==> src/pkg/epac_defines.svh <==
`ifndef EPAC_DEFINES_SVH
`define EPAC_DEFINES_SVH

// Register offsets on the software port (byte addresses).
`define EPAC_OFF_ACCUM 8'h00
`define EPAC_OFF_REC 8'h04
`define EPAC_OFF_PAGE 8'h08
`define EPAC_OFF_CTRL 8'h0c
`define EPAC_OFF_STATUS 8'h10

// Control and status bit positions.
`define EPAC_CTRL_ISSUE 0
`define EPAC_CTRL_LOCKED 1
`define EPAC_ST_BUSY 0
`define EPAC_ST_GP 1
`define EPAC_ST_PF 2
`define EPAC_ST_ZF 3
`define EPAC_ST_TGT 4

// Leaf index of the page accept operation.
`define EPAC_LEAF_ACCEPT 32'h00000005

// Security information record flag positions.
`define EPAC_F_R 0
`define EPAC_F_W 1
`define EPAC_F_X 2
`define EPAC_F_PEND 3
`define EPAC_F_MOD 4
`define EPAC_F_PR 5
`define EPAC_F_RSV_LO 6
`define EPAC_F_RSV_HI 7
`define EPAC_F_TYPE_LO 8
`define EPAC_F_TYPE_HI 15
`define EPAC_F_UPPER_LO 16

// Page type encodings.
`define EPAC_REGULAR_PAGE_TYPE 8'h01
`define EPAC_THREAD_CONTROL_PAGE_TYPE 8'h02
`define EPAC_TRIMMED_PAGE_TYPE 8'h04

// Alignment widths and segment limit pattern.
`define EPAC_REC_ALIGN 6
`define EPAC_PAGE_ALIGN 12
`define EPAC_SEG_LOW 12'hfff

// Reset values.
`define EPAC_RST_WORD 32'h00000000

`endif

==> src/pkg/epac_pkg.sv <==
package epac_pkg;

    // One page cache map entry as seen by a lookup.
    typedef struct packed {
        logic valid;
        logic r;
        logic w;
        logic x;
        logic pending;
        logic modified;
        logic blocked;
        logic pr;
        logic [7:0] ptype;
        logic [31:0] owner;
        logic [31:0] lin_addr;
    } epac_entry_t;

    // Thread control fields read from the target page.
    typedef struct packed {
        logic reserved_nonzero;
        logic debug_opt_in_flag;
        logic [31:0] current_save_area_index;
        logic [31:0] save_area_count;
        logic [63:0] async_exit_pointer;
        logic [63:0] state;
        logic [31:0] first_segment_limit;
        logic [31:0] second_segment_limit;
    } epac_tcs_t;

    // Execution context of the issuing software.
    typedef struct packed {
        logic in_region;
        logic [31:0] range_base;
        logic [31:0] range_limit;
        logic [31:0] active_region_control;
        logic wide_mode_attribute;
    } epac_ctx_t;

    // Arithmetic flags returned at completion.
    typedef struct packed {
        logic zf;
        logic cf;
        logic pf;
        logic af;
        logic of;
        logic sf;
    } epac_flags_t;

    typedef enum logic [2:0] {
        EPAC_IDLE = 3'b000,
        EPAC_REC = 3'b001,
        EPAC_COPY = 3'b010,
        EPAC_TGT = 3'b011,
        EPAC_LOCK = 3'b100,
        EPAC_RECHK = 3'b101
    } epac_state_t;

    typedef enum logic [1:0] {
        EPAC_END_OK = 2'b00,
        EPAC_END_GP = 2'b01,
        EPAC_END_PF = 2'b10,
        EPAC_END_ZF = 2'b11
    } epac_end_t;

endpackage : epac_pkg

==> src/core/epac_core.sv <==
`timescale 1ns/1ps
`default_nettype none
`include "epac_defines.svh"

// Notes on behaviour
// - The operation faults unless issued from inside an isolated region.
// - A record address not aligned to 64 bytes gives a protection fault.
// - Record outside the linear range faults; not in the cache page-faults.
// - Record page must be valid, readable, settled, unblocked, regular, owned, matching.
// - The whole 64-byte record is copied to a 512-bit scratch first.
// - Any nonzero reserved field of the copied record gives a protection fault.
// - Target unaligned or out of range faults; not in cache page-faults.
// - Only regular with restrict or pending and unmodified, or thread control or trimmed with only modified set, are accepted.
// - Target entry must be valid, unblocked, of a known type and owned.
// - Target is taken exclusively against other modify leaves; conflict faults.
// - After locking, the target entry is rechecked for validity and ownership.
// - Attribute mismatch sets zero flag, returns mismatch code, leaves entry alone.
// - Incomplete tracking sets zero flag, returns tracking code, leaves entry alone.
// - A thread control target with nonzero reserved area faults.
// - Debug opt-in, save-area index, exit pointer and state must be sane.
// - Outside wide mode both segment limits must end in fffh.
// - Success clears pending, modified and restrict, clears zero flag and accumulator.
// - Zero flag only on refusal; other arithmetic flags cleared at any completion that does not fault.
// - A locked memory operand gives a protection fault.
module epac_core #(
    parameter logic [31:0] MISMATCH_CODE = 32'h00000001,
    parameter logic [31:0] NOT_TRACKED_CODE = 32'h00000002
) (
    input wire logic ref_clk_in,
    input wire logic reset_n_in,
    input wire logic [7:0] reg_addr_in,
    input wire logic [31:0] reg_wdata_in,
    input wire logic reg_wr_in,
    input wire logic reg_rd_in,
    output logic [31:0] reg_rdata_out,
    input wire epac_pkg::epac_ctx_t ctx_in,
    input wire logic rec_in_cache_in,
    input wire epac_pkg::epac_entry_t rec_entry_in,
    input wire logic [511:0] record_data_in,
    input wire logic tgt_in_cache_in,
    input wire epac_pkg::epac_entry_t tgt_entry_in,
    input wire epac_pkg::epac_tcs_t tgt_tcs_in,
    input wire logic page_in_use_in,
    input wire logic tracking_done_in,
    output logic [31:0] rec_addr_out,
    output logic [31:0] page_addr_out,
    output logic lock_out,
    output logic clear_out,
    output logic done_out,
    output logic gp_fault_out,
    output logic pf_fault_out,
    output logic [31:0] fault_addr_out,
    output logic [31:0] accum_out,
    output epac_pkg::epac_flags_t flags_out
);
    import epac_pkg::*;

    ////////////////////////////////////////////////////////////////////////
    // State.
    epac_state_t state_reg;
    epac_state_t state_next;
    logic [31:0] accum_reg;
    logic [31:0] rec_reg;
    logic [31:0] page_reg;
    logic locked_reg;
    logic [511:0] scratch_reg;
    logic [1:0] last_end_reg;
    logic last_tgt_reg;
    epac_flags_t flags_reg;
    logic fin;
    epac_end_t end_kind;
    logic on_tgt;
    logic [31:0] code;

    // A linear address lies within the region's range.
    function automatic logic in_range(input logic [31:0] a, input epac_ctx_t c);
        in_range = (a >= c.range_base) && (a <= c.range_limit);
    endfunction : in_range

    ////////////////////////////////////////////////////////////////////////
    // Register port decode.
    wire wr_accum = reg_wr_in && (reg_addr_in == `EPAC_OFF_ACCUM);
    wire wr_rec = reg_wr_in && (reg_addr_in == `EPAC_OFF_REC);
    wire wr_page = reg_wr_in && (reg_addr_in == `EPAC_OFF_PAGE);
    wire wr_ctrl = reg_wr_in && (reg_addr_in == `EPAC_OFF_CTRL);
    wire idle = (state_reg == EPAC_IDLE);
    wire issue = idle && wr_ctrl && reg_wdata_in[`EPAC_CTRL_ISSUE]
        && (accum_reg == `EPAC_LEAF_ACCEPT);
    wire [31:0] status_word = {27'h0000000, last_tgt_reg, flags_reg.zf,
        last_end_reg == EPAC_END_PF, last_end_reg == EPAC_END_GP, !idle};
    wire [31:0] rd_word = (reg_addr_in == `EPAC_OFF_ACCUM) ? accum_reg :
        (reg_addr_in == `EPAC_OFF_REC) ? rec_reg :
        (reg_addr_in == `EPAC_OFF_PAGE) ? page_reg :
        (reg_addr_in == `EPAC_OFF_CTRL) ? {30'h00000000, locked_reg, 1'b0} :
        (reg_addr_in == `EPAC_OFF_STATUS) ? status_word : `EPAC_RST_WORD;

    ////////////////////////////////////////////////////////////////////////
    // Check terms for the record page.
    wire rec_misaligned = |rec_reg[`EPAC_REC_ALIGN-1:0];
    wire rec_entry_bad = !rec_entry_in.valid || !rec_entry_in.r || rec_entry_in.pending
        || rec_entry_in.modified || rec_entry_in.blocked || (rec_entry_in.ptype != `EPAC_REGULAR_PAGE_TYPE)
        || (rec_entry_in.owner != ctx_in.active_region_control)
        || (rec_entry_in.lin_addr != {rec_reg[31:`EPAC_PAGE_ALIGN], 12'h000});

    // Fields of the copied record.
    wire [7:0] req_type = scratch_reg[`EPAC_F_TYPE_HI:`EPAC_F_TYPE_LO];
    wire req_pend = scratch_reg[`EPAC_F_PEND];
    wire req_mod = scratch_reg[`EPAC_F_MOD];
    wire req_pr = scratch_reg[`EPAC_F_PR];
    wire rec_rsv_nz = (|scratch_reg[511:`EPAC_F_UPPER_LO])
        || (|scratch_reg[`EPAC_F_RSV_HI:`EPAC_F_RSV_LO]);
    wire combo_ok = ((req_type == `EPAC_REGULAR_PAGE_TYPE) && (req_pr || req_pend) && !req_mod)
        || (((req_type == `EPAC_THREAD_CONTROL_PAGE_TYPE) || (req_type == `EPAC_TRIMMED_PAGE_TYPE))
        && !req_pr && !req_pend && req_mod);

    // Check terms for the target page.
    wire tgt_type_ok = (tgt_entry_in.ptype == `EPAC_REGULAR_PAGE_TYPE)
        || (tgt_entry_in.ptype == `EPAC_THREAD_CONTROL_PAGE_TYPE) || (tgt_entry_in.ptype == `EPAC_TRIMMED_PAGE_TYPE);
    wire tgt_owned = tgt_entry_in.valid && (tgt_entry_in.owner == ctx_in.active_region_control);
    wire tgt_entry_bad = !tgt_owned || tgt_entry_in.blocked || !tgt_type_ok;
    wire tgt_bad_addr = (|page_reg[`EPAC_PAGE_ALIGN-1:0]) || !in_range(page_reg, ctx_in);
    wire mismatch = (tgt_entry_in.lin_addr != page_reg) || (tgt_entry_in.pending != req_pend)
        || (tgt_entry_in.modified != req_mod) || (tgt_entry_in.r != scratch_reg[`EPAC_F_R])
        || (tgt_entry_in.w != scratch_reg[`EPAC_F_W]) || (tgt_entry_in.x != scratch_reg[`EPAC_F_X])
        || (tgt_entry_in.ptype != req_type);
    // Thread control fields matter only when a thread control page is accepted.
    wire is_tcs = (req_type == `EPAC_THREAD_CONTROL_PAGE_TYPE);
    wire tcs_bad = is_tcs && (tgt_tcs_in.reserved_nonzero
        || tgt_tcs_in.debug_opt_in_flag || (|tgt_tcs_in.async_exit_pointer) || (|tgt_tcs_in.state)
        || (tgt_tcs_in.current_save_area_index >= tgt_tcs_in.save_area_count)
        || (!ctx_in.wide_mode_attribute
        && ((tgt_tcs_in.first_segment_limit[11:0] != `EPAC_SEG_LOW)
        || (tgt_tcs_in.second_segment_limit[11:0] != `EPAC_SEG_LOW))));

    ////////////////////////////////////////////////////////////////////////
    // Sequencer: each state runs its checks in order and ends on the first failure.
    always_comb begin
        state_next = state_reg;
        fin = 1'b0;
        end_kind = EPAC_END_OK;
        on_tgt = 1'b0;
        code = `EPAC_RST_WORD;
        case (state_reg)
            EPAC_IDLE: begin
                if (issue) begin
                    state_next = EPAC_REC;
                end
            end
            EPAC_REC: begin
                fin = 1'b1;
                if (!ctx_in.in_region) begin
                    end_kind = EPAC_END_GP;
                end else if (locked_reg) begin
                    end_kind = EPAC_END_GP;
                end else if (rec_misaligned || !in_range(rec_reg, ctx_in)) begin
                    end_kind = EPAC_END_GP;
                end else if (!rec_in_cache_in || rec_entry_bad) begin
                    end_kind = EPAC_END_PF;
                end else begin
                    fin = 1'b0;
                    state_next = EPAC_COPY;
                end
            end
            EPAC_COPY: begin
                state_next = EPAC_TGT;
            end
            EPAC_TGT: begin
                fin = 1'b1;
                on_tgt = 1'b1;
                if (rec_rsv_nz || tgt_bad_addr) begin
                    end_kind = EPAC_END_GP;
                end else if (!tgt_in_cache_in) begin
                    end_kind = EPAC_END_PF;
                end else if (!combo_ok) begin
                    end_kind = EPAC_END_GP;
                end else if (tgt_entry_bad) begin
                    end_kind = EPAC_END_PF;
                end else begin
                    fin = 1'b0;
                    state_next = EPAC_LOCK;
                end
            end
            EPAC_LOCK: begin
                if (page_in_use_in) begin
                    fin = 1'b1;
                    on_tgt = 1'b1;
                    end_kind = EPAC_END_GP;
                end else begin
                    state_next = EPAC_RECHK;
                end
            end
            EPAC_RECHK: begin
                fin = 1'b1;
                on_tgt = 1'b1;
                if (!tgt_owned) begin
                    end_kind = EPAC_END_PF;
                end else if (mismatch) begin
                    end_kind = EPAC_END_ZF;
                    code = MISMATCH_CODE;
                end else if (!tracking_done_in) begin
                    end_kind = EPAC_END_ZF;
                    code = NOT_TRACKED_CODE;
                end else if (tcs_bad) begin
                    end_kind = EPAC_END_GP;
                end
            end
            default: begin
                state_next = EPAC_IDLE;
            end
        endcase
        if (fin) begin
            state_next = EPAC_IDLE;
        end
    end

    wire commit = fin && (end_kind == EPAC_END_OK);
    wire faulted = fin && ((end_kind == EPAC_END_GP) || (end_kind == EPAC_END_PF));

    ////////////////////////////////////////////////////////////////////////
    // Software registers; hardware results replace the accumulator at any completion that does not fault.
    always_ff @(posedge ref_clk_in or negedge reset_n_in) begin
        if (!reset_n_in) begin
            accum_reg <= `EPAC_RST_WORD;
            rec_reg <= `EPAC_RST_WORD;
            page_reg <= `EPAC_RST_WORD;
            locked_reg <= 1'b0;
        end else begin
            if (fin && !faulted) begin
                accum_reg <= code;
            end else if (wr_accum && idle) begin
                accum_reg <= reg_wdata_in;
            end
            if (wr_rec && idle) begin
                rec_reg <= reg_wdata_in;
            end
            if (wr_page && idle) begin
                page_reg <= reg_wdata_in;
            end
            if (wr_ctrl && idle) begin
                locked_reg <= reg_wdata_in[`EPAC_CTRL_LOCKED];
            end
        end
    end

    // Sequencer state and the record scratch copy.
    always_ff @(posedge ref_clk_in or negedge reset_n_in) begin
        if (!reset_n_in) begin
            state_reg <= EPAC_IDLE;
            scratch_reg <= 512'h0;
        end else begin
            state_reg <= state_next;
            if (state_reg == EPAC_COPY) begin
                scratch_reg <= record_data_in;
            end
        end
    end

    // Completion outputs; a faulting operation leaves flags and the entry as they were.
    always_ff @(posedge ref_clk_in or negedge reset_n_in) begin
        if (!reset_n_in) begin
            flags_reg <= '0;
            last_end_reg <= EPAC_END_OK;
            last_tgt_reg <= 1'b0;
            fault_addr_out <= `EPAC_RST_WORD;
            done_out <= 1'b0;
            gp_fault_out <= 1'b0;
            pf_fault_out <= 1'b0;
            clear_out <= 1'b0;
            lock_out <= 1'b0;
            reg_rdata_out <= `EPAC_RST_WORD;
        end else begin
            done_out <= fin;
            gp_fault_out <= fin && (end_kind == EPAC_END_GP);
            pf_fault_out <= fin && (end_kind == EPAC_END_PF);
            clear_out <= commit;
            lock_out <= (state_next == EPAC_RECHK);
            reg_rdata_out <= reg_rd_in ? rd_word : `EPAC_RST_WORD;
            if (fin) begin
                last_end_reg <= end_kind;
                last_tgt_reg <= on_tgt;
                fault_addr_out <= on_tgt ? page_reg : rec_reg;
            end
            if (fin && !faulted) begin
                flags_reg <= '{zf: (end_kind == EPAC_END_ZF), default: 1'b0};
            end
        end
    end

    assign rec_addr_out = rec_reg;
    assign page_addr_out = page_reg;
    assign accum_out = accum_reg;
    assign flags_out = flags_reg;

    ////////////////////////////////////////////////////////////////////////
    // Checks on the sequencer's behaviour.
    property p_leaf_gate;
        @(posedge ref_clk_in) disable iff (!reset_n_in)
        (idle && wr_ctrl && (accum_reg != `EPAC_LEAF_ACCEPT)) |=> (state_reg == EPAC_IDLE);
    endproperty
    a_leaf_gate: assert property (p_leaf_gate) else $error("wrong leaf started");
    property p_outside;
        @(posedge ref_clk_in) disable iff (!reset_n_in)
        (state_reg == EPAC_REC && !ctx_in.in_region) |=> (gp_fault_out && done_out && !clear_out);
    endproperty
    a_outside: assert property (p_outside) else $error("outside region not faulted");
    property p_rec_align;
        @(posedge ref_clk_in) disable iff (!reset_n_in)
        (state_reg == EPAC_REC && ctx_in.in_region && !locked_reg && rec_misaligned) |=> gp_fault_out;
    endproperty
    a_rec_align: assert property (p_rec_align) else $error("misaligned record accepted");
    property p_copy;
        @(posedge ref_clk_in) disable iff (!reset_n_in)
        (state_reg == EPAC_COPY) |=> (scratch_reg == $past(record_data_in)) && (state_reg == EPAC_TGT);
    endproperty
    a_copy: assert property (p_copy) else $error("record copy lost");
    property p_rsv;
        @(posedge ref_clk_in) disable iff (!reset_n_in)
        (state_reg == EPAC_TGT && rec_rsv_nz) |=> (gp_fault_out && !lock_out);
    endproperty
    a_rsv: assert property (p_rsv) else $error("reserved record bits ignored");
    property p_conflict;
        @(posedge ref_clk_in) disable iff (!reset_n_in)
        (state_reg == EPAC_LOCK && page_in_use_in) |=> (gp_fault_out && !lock_out && idle);
    endproperty
    a_conflict: assert property (p_conflict) else $error("lock conflict not faulted");
    property p_refuse;
        @(posedge ref_clk_in) disable iff (!reset_n_in)
        (done_out && flags_out.zf && !gp_fault_out && !pf_fault_out) |-> (!clear_out
            && ((accum_out == MISMATCH_CODE) || (accum_out == NOT_TRACKED_CODE)));
    endproperty
    a_refuse: assert property (p_refuse) else $error("refusal changed entry");
    property p_commit;
        @(posedge ref_clk_in) disable iff (!reset_n_in)
        clear_out |-> (done_out && (accum_out == 32'h00000000) && !flags_out.zf && $past(lock_out));
    endproperty
    a_commit: assert property (p_commit) else $error("bad success completion");
    property p_flags;
        @(posedge ref_clk_in) disable iff (!reset_n_in)
        (done_out && !gp_fault_out && !pf_fault_out) |-> (flags_out[4:0] == 5'h00);
    endproperty
    a_flags: assert property (p_flags) else $error("flags not cleared");

endmodule : epac_core
`default_nettype wire

==> config.mk <==
export PLATFORM = sky130hd
export DESIGN_NAME = epac_core
export DESIGN_NICKNAME = d
export VERILOG_FILES = /design/src/pkg/epac_pkg.sv /design/src/core/epac_core.sv
export VERILOG_INCLUDE_DIRS = /design/src /design/src/pkg
export SDC_FILE = /design/constraint.sdc
export NUM_CORES = 1
export LEC_CHECK = 0
export BUFFER_PORTS_ARGS = -buffer_cell sky130_fd_sc_hd__clkbuf_2
export CORE_AREA = 2 2 482 484
export DETAILED_ROUTE_END_ITERATION = 10
export DIE_AREA = 0 0 484 486
export HOLD_SLACK_MARGIN = 0.08
export PLACE_DENSITY_LB_ADDON = 0.08
export SYNTH_ARGS = -nofsm -noshare
export SYNTH_HDL_FRONTEND = slang
export SYNTH_SLANG_ARGS = --single-unit
==> constraint.sdc <==
create_clock -name ref_clk_in -period 4.9 [get_ports ref_clk_in]
set_clock_uncertainty 0.1 [all_clocks]
set_input_delay 0.245 -clock ref_clk_in [delete_from_list [all_inputs] [get_ports ref_clk_in]]
set_output_delay 0.245 -clock ref_clk_in [all_outputs]
set_load 0.01 [all_outputs]
# Yosys cells after proc, flatten, opt, wreduce, memory -nomap -nowiden
# Index checks and enable logic that the tools add are counted.
# word_totals
regBits	685
elab_cells	187
out_inout_bits	171
in_bits	1076
# op_classes
n_mux	50
n_reduce_logical	81
magnitude_cmp	5
n_eq_ne	35
# op_table
cell	count
496-bit OR reduction	1
32-bit 2-to-1 mux	7
64-bit OR reduction	2
32-bit >= comparator	3
32-bit != test	3
32-bit less-or-equal comparator	2
3-bit 2-to-1 mux	11
32-bit by 3-bit equality test with 1-bit output, second input constant	1
32-bit equality test	1
1-bit logical OR	32
2-bit 2-to-1 mux	15
1-bit logical AND	25
8-bit by 3-bit equality test with 1-bit output, second input constant	3
12-bit != test, second input constant	2
3-bit case mux with 6 select lines	1
8-bit by 1-bit equality test with 1-bit output, second input constant	2
8-bit by 2-bit equality test with 1-bit output, second input constant	2
8-bit by 4-bit equality test with 1-bit output, second input constant	2
1-bit logical NOT	13
12-bit OR reduction	1
1-bit 2-to-1 mux	11
5-bit 2-to-1 mux	2
3-bit equality test, second input constant	3
8-bit by 5-bit equality test with 1-bit output, second input constant	1
16 further kinds	25

# Longest topological paths before layout
# depth
depth_word	20
depth_mapped	15
ltp_nobuf	14

# Worst setup path before layout
# Ideal clock, no wire load.
# synth_timing
path_type	register to register
from	register page_reg[14], in the netlist page_addr_out[14]
to	register accum_reg[2], in the netlist accum_out[2]
path_slack_ns	1.000
path_buffers	1
period_less_slack_ns	3.900
required_time_ns	4.673
setup_ns	0.127
arrival_ns	3.673
path_stages_with_launch	15
path_cell_list	dfrtp_1 > ha_1 > nand4_1 > or4_1 > or4_1 > nand3_1 > a31o_2 > a31oi_1 > a311oi_1 > o21a_1 > ha_1 > or2_2 > o32a_2 > buf_2 > a21boi_0
# synth_between
elab_chain_cells	16
word_cells_on_any_way	27
classes_between	order compare (2); eq/ne (3); mux (7); reduce/logical (15)
# synth_lines
element	line	source
from (decl)	epac_core.sv:64	logic [31:0] page_reg;
from (signal assigned)	epac_core.sv:225	page_reg <= `EPAC_RST_WORD;
from (signal assigned)	epac_core.sv:237	page_reg <= reg_wdata_in;
parallel branches: the longest is 14 deep, another holds 32-bit >= comparator	--	
1-bit logical AND (*)	epac_core.sv:228	if (fin && !faulted) begin
32-bit 2-to-1 mux or 2-bit nonzero test (tied branches)	--	
to (signal assigned)	epac_core.sv:223	accum_reg <= `EPAC_RST_WORD;
to (signal assigned)	epac_core.sv:229	accum_reg <= code;
to (signal assigned)	epac_core.sv:231	accum_reg <= reg_wdata_in;
to (decl)	epac_core.sv:62	logic [31:0] accum_reg;
# Every way passes the cells marked *.
# A chain may end at the register's enable or synchronous reset.

# Worst setup path in the final report
# layout_timing
from	register rec_reg[27], in the netlist rec_addr_out[27]
to	register accum_reg[12], in the netlist accum_out[12]
# layout_between
elab_chain_cells	14
word_cells_on_any_way	26
classes_between	order compare (2); eq/ne (3); mux (11); reduce/logical (10)
# layout_lines
element	line	source
from (decl)	epac_core.sv:63	logic [31:0] rec_reg;
from (signal assigned)	epac_core.sv:224	rec_reg <= `EPAC_RST_WORD;
from (signal assigned)	epac_core.sv:234	rec_reg <= reg_wdata_in;
32-bit >= comparator, or another cell as far along	epac_core.sv:77	in_range = (a >= c.range_base) && (a <= c.range_limit);
1-bit logical AND or 1-bit logical OR (tied branches)	epac_core.sv:77, epac_core.sv:100	
1-bit logical NOT or 1-bit logical OR (tied branches)	epac_core.sv:155, epac_core.sv:157	
1-bit logical OR or 2-bit 2-to-1 mux (tied branches)	epac_core.sv:155, epac_core.sv:157	
2-bit 2-to-1 mux	epac_core.sv:155	end else if (rec_misaligned || !in_range(rec_reg, ctx_in)) begin
2-bit 2-to-1 mux	epac_core.sv:153	end else if (locked_reg) begin
2-bit 2-to-1 mux	epac_core.sv:151	if (!ctx_in.in_region) begin
2-bit case mux with 4 select lines	epac_core.sv:143	case (state_reg)
2-bit by 1-bit equality test with 1-bit output or 2-bit equality test (tied branches)	epac_core.sv:217	wire faulted = fin && ((end_kind == EPAC_END_GP) || (end_kind == EPAC_END_PF));
1-bit logical OR	epac_core.sv:217	
1-bit logical AND	epac_core.sv:217	
1-bit logical NOT	epac_core.sv:228	
1-bit logical AND (*)	epac_core.sv:228	
32-bit 2-to-1 mux or 2-bit nonzero test (tied branches)	--	
# Every way passes the cells marked *; elsewhere a longest branch is shown, timed or not.

==> flow_summary.toml <==
[outcome]
status = "complete, no violations"

[placement]
place_area_um2 = 44000
port_buffers = 1197
place_inst = 6951
place_hpwl_um = 160000
place_congestion = 0.890

[floorplan]
core_area_um2 = 229000
chipHeight_um = 486
die_x_um = 484
pin_count = 1247
num_rows = 176
die-area_um2 = 235000
initial_core_util = 0.146

[cells_and_area]
nets = 5898
drive_gt1_frac = 0.454
fillers = 25039
final_cells = 7797
layout_common_cells = "1195 x clkbuf_2, 679 x dfrtp_1, 630 x dlygate4sd3_1"
layout_commonest_cell = "clkbuf_2"
multi_input_area_um2 = 15600
area_growth_pct = 61.0
fin_area_um2 = 54000
seq_area_um2 = 17200
largest_reg_flops = 512

[yosys]
netlist_instances = 2698
synth_area_per_cell_um2 = 12.4
seq_area_frac_synth = 0.511
synth_ff_type = "dfrtp_1"
synth_top_cell_area_share = 0.511
synthTopCellsByArea = "dfrtp_1 51%, mux2_2 20%, ha_1 6.1%"
synth_area_um2 = 33500
yosysWarningCount = 0
synthArstFlopShare = 1.00
synth_edf_count = 0
ys_types = 74
synth.largest_area_cell = "dfrtp_1"
ys_seq_elements = 685

[pwr]
power_density_nw_per_um2 = 406
switching_share = 0.297
pwr-share-comb = 0.224
p_int_mw = 15.4
clkPwrFrac = 0.349
p_sw_mw = 6.50
seqPwrFrac = 0.427
power_leakage_nw = 25.0
ir_drop_mv = 0.250

[job]
cap_violations = 0

[min_path]
min_path_type = "primary input to flip-flop"

[worst_setup_path]
crit_family = "simple AND/OR/NAND/NOR gates"
setup.worst_path.end_class = "flip-flop"
cp_data_arrival_time_ns = 5.08
crit_fanout = 20
path_buf_inv = 2
path_cells = "ha_1 -> nand4_1 -> or4_1 -> nor3_1 -> a31oi_1 -> a211oi_2 -> nor3_1 -> a311oi_1 -> buf_4 -> o21a_1 -> ha_1 -> or2_2 -> o32a_4 -> buf_12 -> a21boi_0"
critPathRequiredTime_ns = 5.39
cpPeakStageDelay_ns = 0.71
worst_path_max_delay_cell = "or4_1"
crit_type = "flip-flop to flip-flop"
cp-start-kind = "flip-flop"

[timing]
max_freq_ghz = 0.218
drv_slew = 0
setup_violations = 0
tightest_slew_ns = 1.09
whs_ns = 0.175
hold_viol = 0
post-route-period-util = 0.937
relSlewSlack = 0.268
fin_crit_ns = 4.59

[grt]
grt_antenna_before_repair = 105
grtUsageTotal = 0.163
overflow = 0
grt_pass1_wl_um = 270000
grt_pass1_vias = 32833
grt_max_degree = 109

[cts]
h-tree-depth = 3
clock-root-buffer = "clkbuf_16"
clkTransAtPathRegs_ns = 0.06
cts_num_sinks = 685
cts_tree = "done"
worst_skew_pair.late_latency_ns = 0.76
clockBufferDepth = 3
numCtsBuffers = 98

[detailed_routing]
topRoutingLayerUsed = "met5"
drc_errors = 0
wirelength_um = 196000
wl_met1_um = 82300
dr.pass1.iters = 5
wl_per_cell_um = 25.1
vias_per_cell = 3.84
wl_met2_um = 98400
wl_met3_um = 9870
vias = 29947
drt_iter0_drc = 1118
drtAntennaViolNets = 0
==> cells in the mapped netlist, drive strengths merged, types with 30 or more instances <==
master / count
inv: 120
o21ai: 38
clkbuf: 80
mux2i: 30
dfrtp: 685
a21boi: 31
ha: 164
nor4: 201
a21oi: 96
nand4: 97
mux2: 640
nand2: 113
xnor2: 64
xor2: 55
nor2: 85
==> cells by family (layout without fill, tap and decap cells) <==
group | Yosys count | count (layout) | share of synthesized area
fa+ha+maj | 164 | 164 | 0.0612
xor+xnor | 119 | 119 | 0.0311
other cells | 1 | 39 | 0.000112
flops | 685 | 685 | 0.511
simple gates | 599 | 599 | 0.0976
buf+inv | 218 | 2253 | 0.0258
mux | 670 | 670 | 0.227
compound gates | 242 | 242 | 0.0461
==> stage by stage <==
step	setup slack (ns)	util	TNS, ns	power, mW
final	0.306	0.235	0	21.9
after global routing	-0.00147	0.235	-0.00147	23.3
after CTS	0.0700	0.234	0	22.5
after detailed placement	-0.270	0.192	-8.12	14.1
after global placement	-0.280	0.192	-8.45	14.0
after floorplan	1.00	-	0	11.7
==> layout make-up <==
type | count | share of cell area
Clock inverter | 42 | 0.0117
Multi-Input combinational cell | 1799 | 0.290
Tap cell | 3026 | 0.0702
Clock buffer | 137 | 0.0517
Sequential cell | 685 | 0.318
Antenna cell | 34 | 0.00158
Timing Repair Buffer | 1954 | 0.249
Inverter | 120 | 0.00839
==> tightest hold or removal path: cells and delay by family <==
family	cells	cell delay [ns]
buffers and inverters	2	0.62
muxes	1	0.13
==> per-layer routing <==
metal,GRT usage,up-vias
met5,0,-
met3,0.0390,285
met4,0.0386,54
met1,0.197,14809
met2,0.290,860
li1,-,13939
==> power by group through the flow <==
stage / Clock [mW] / Sequential (mW) / Combinational [mW]
after floorplan: 0 / 8.95 / 2.74
after global placement: 0 / 9.49 / 4.50
after detailed placement: 0 / 9.49 / 4.57
after CTS: 8.00 / 9.40 / 5.06
after global routing: 8.20 / 9.67 / 5.42
final: 7.64 / 9.35 / 4.90
==> path summary, 6_finish.rpt <==
| path | start | to | slack [ns] | depth (start not counted) |
|---|---|---|---|---|
| min | record_data_in[110] | scratch_reg[110] | 0.17 | 3 |
| min reg2reg | fault_addr_out[4] | fault_addr_out[4] | 0.39 | 1 |
| min in group asynchronous | reset_n_in | fault_addr_out[26] | 0.21 | 3 |
| max in group asynchronous | reset_n_in | scratch_reg[108] | 3.70 | 3 |
| max reg2reg | rec_addr_out[27] | accum_out[12] | 0.31 | 15 |
| max | rec_addr_out[27] | accum_out[12] | 0.31 | 15 |
==> repair_timing <==
action	4_1_cts	5_1_grt
setup endpoints to repair	33	33
pin swaps	0	5
endpoints found under the hold margin	1296	0
resized for setup	2	13
buffers inserted	0	2
hold buffers	631	0
No activity file was read; power rests on OpenSTA's default activity.
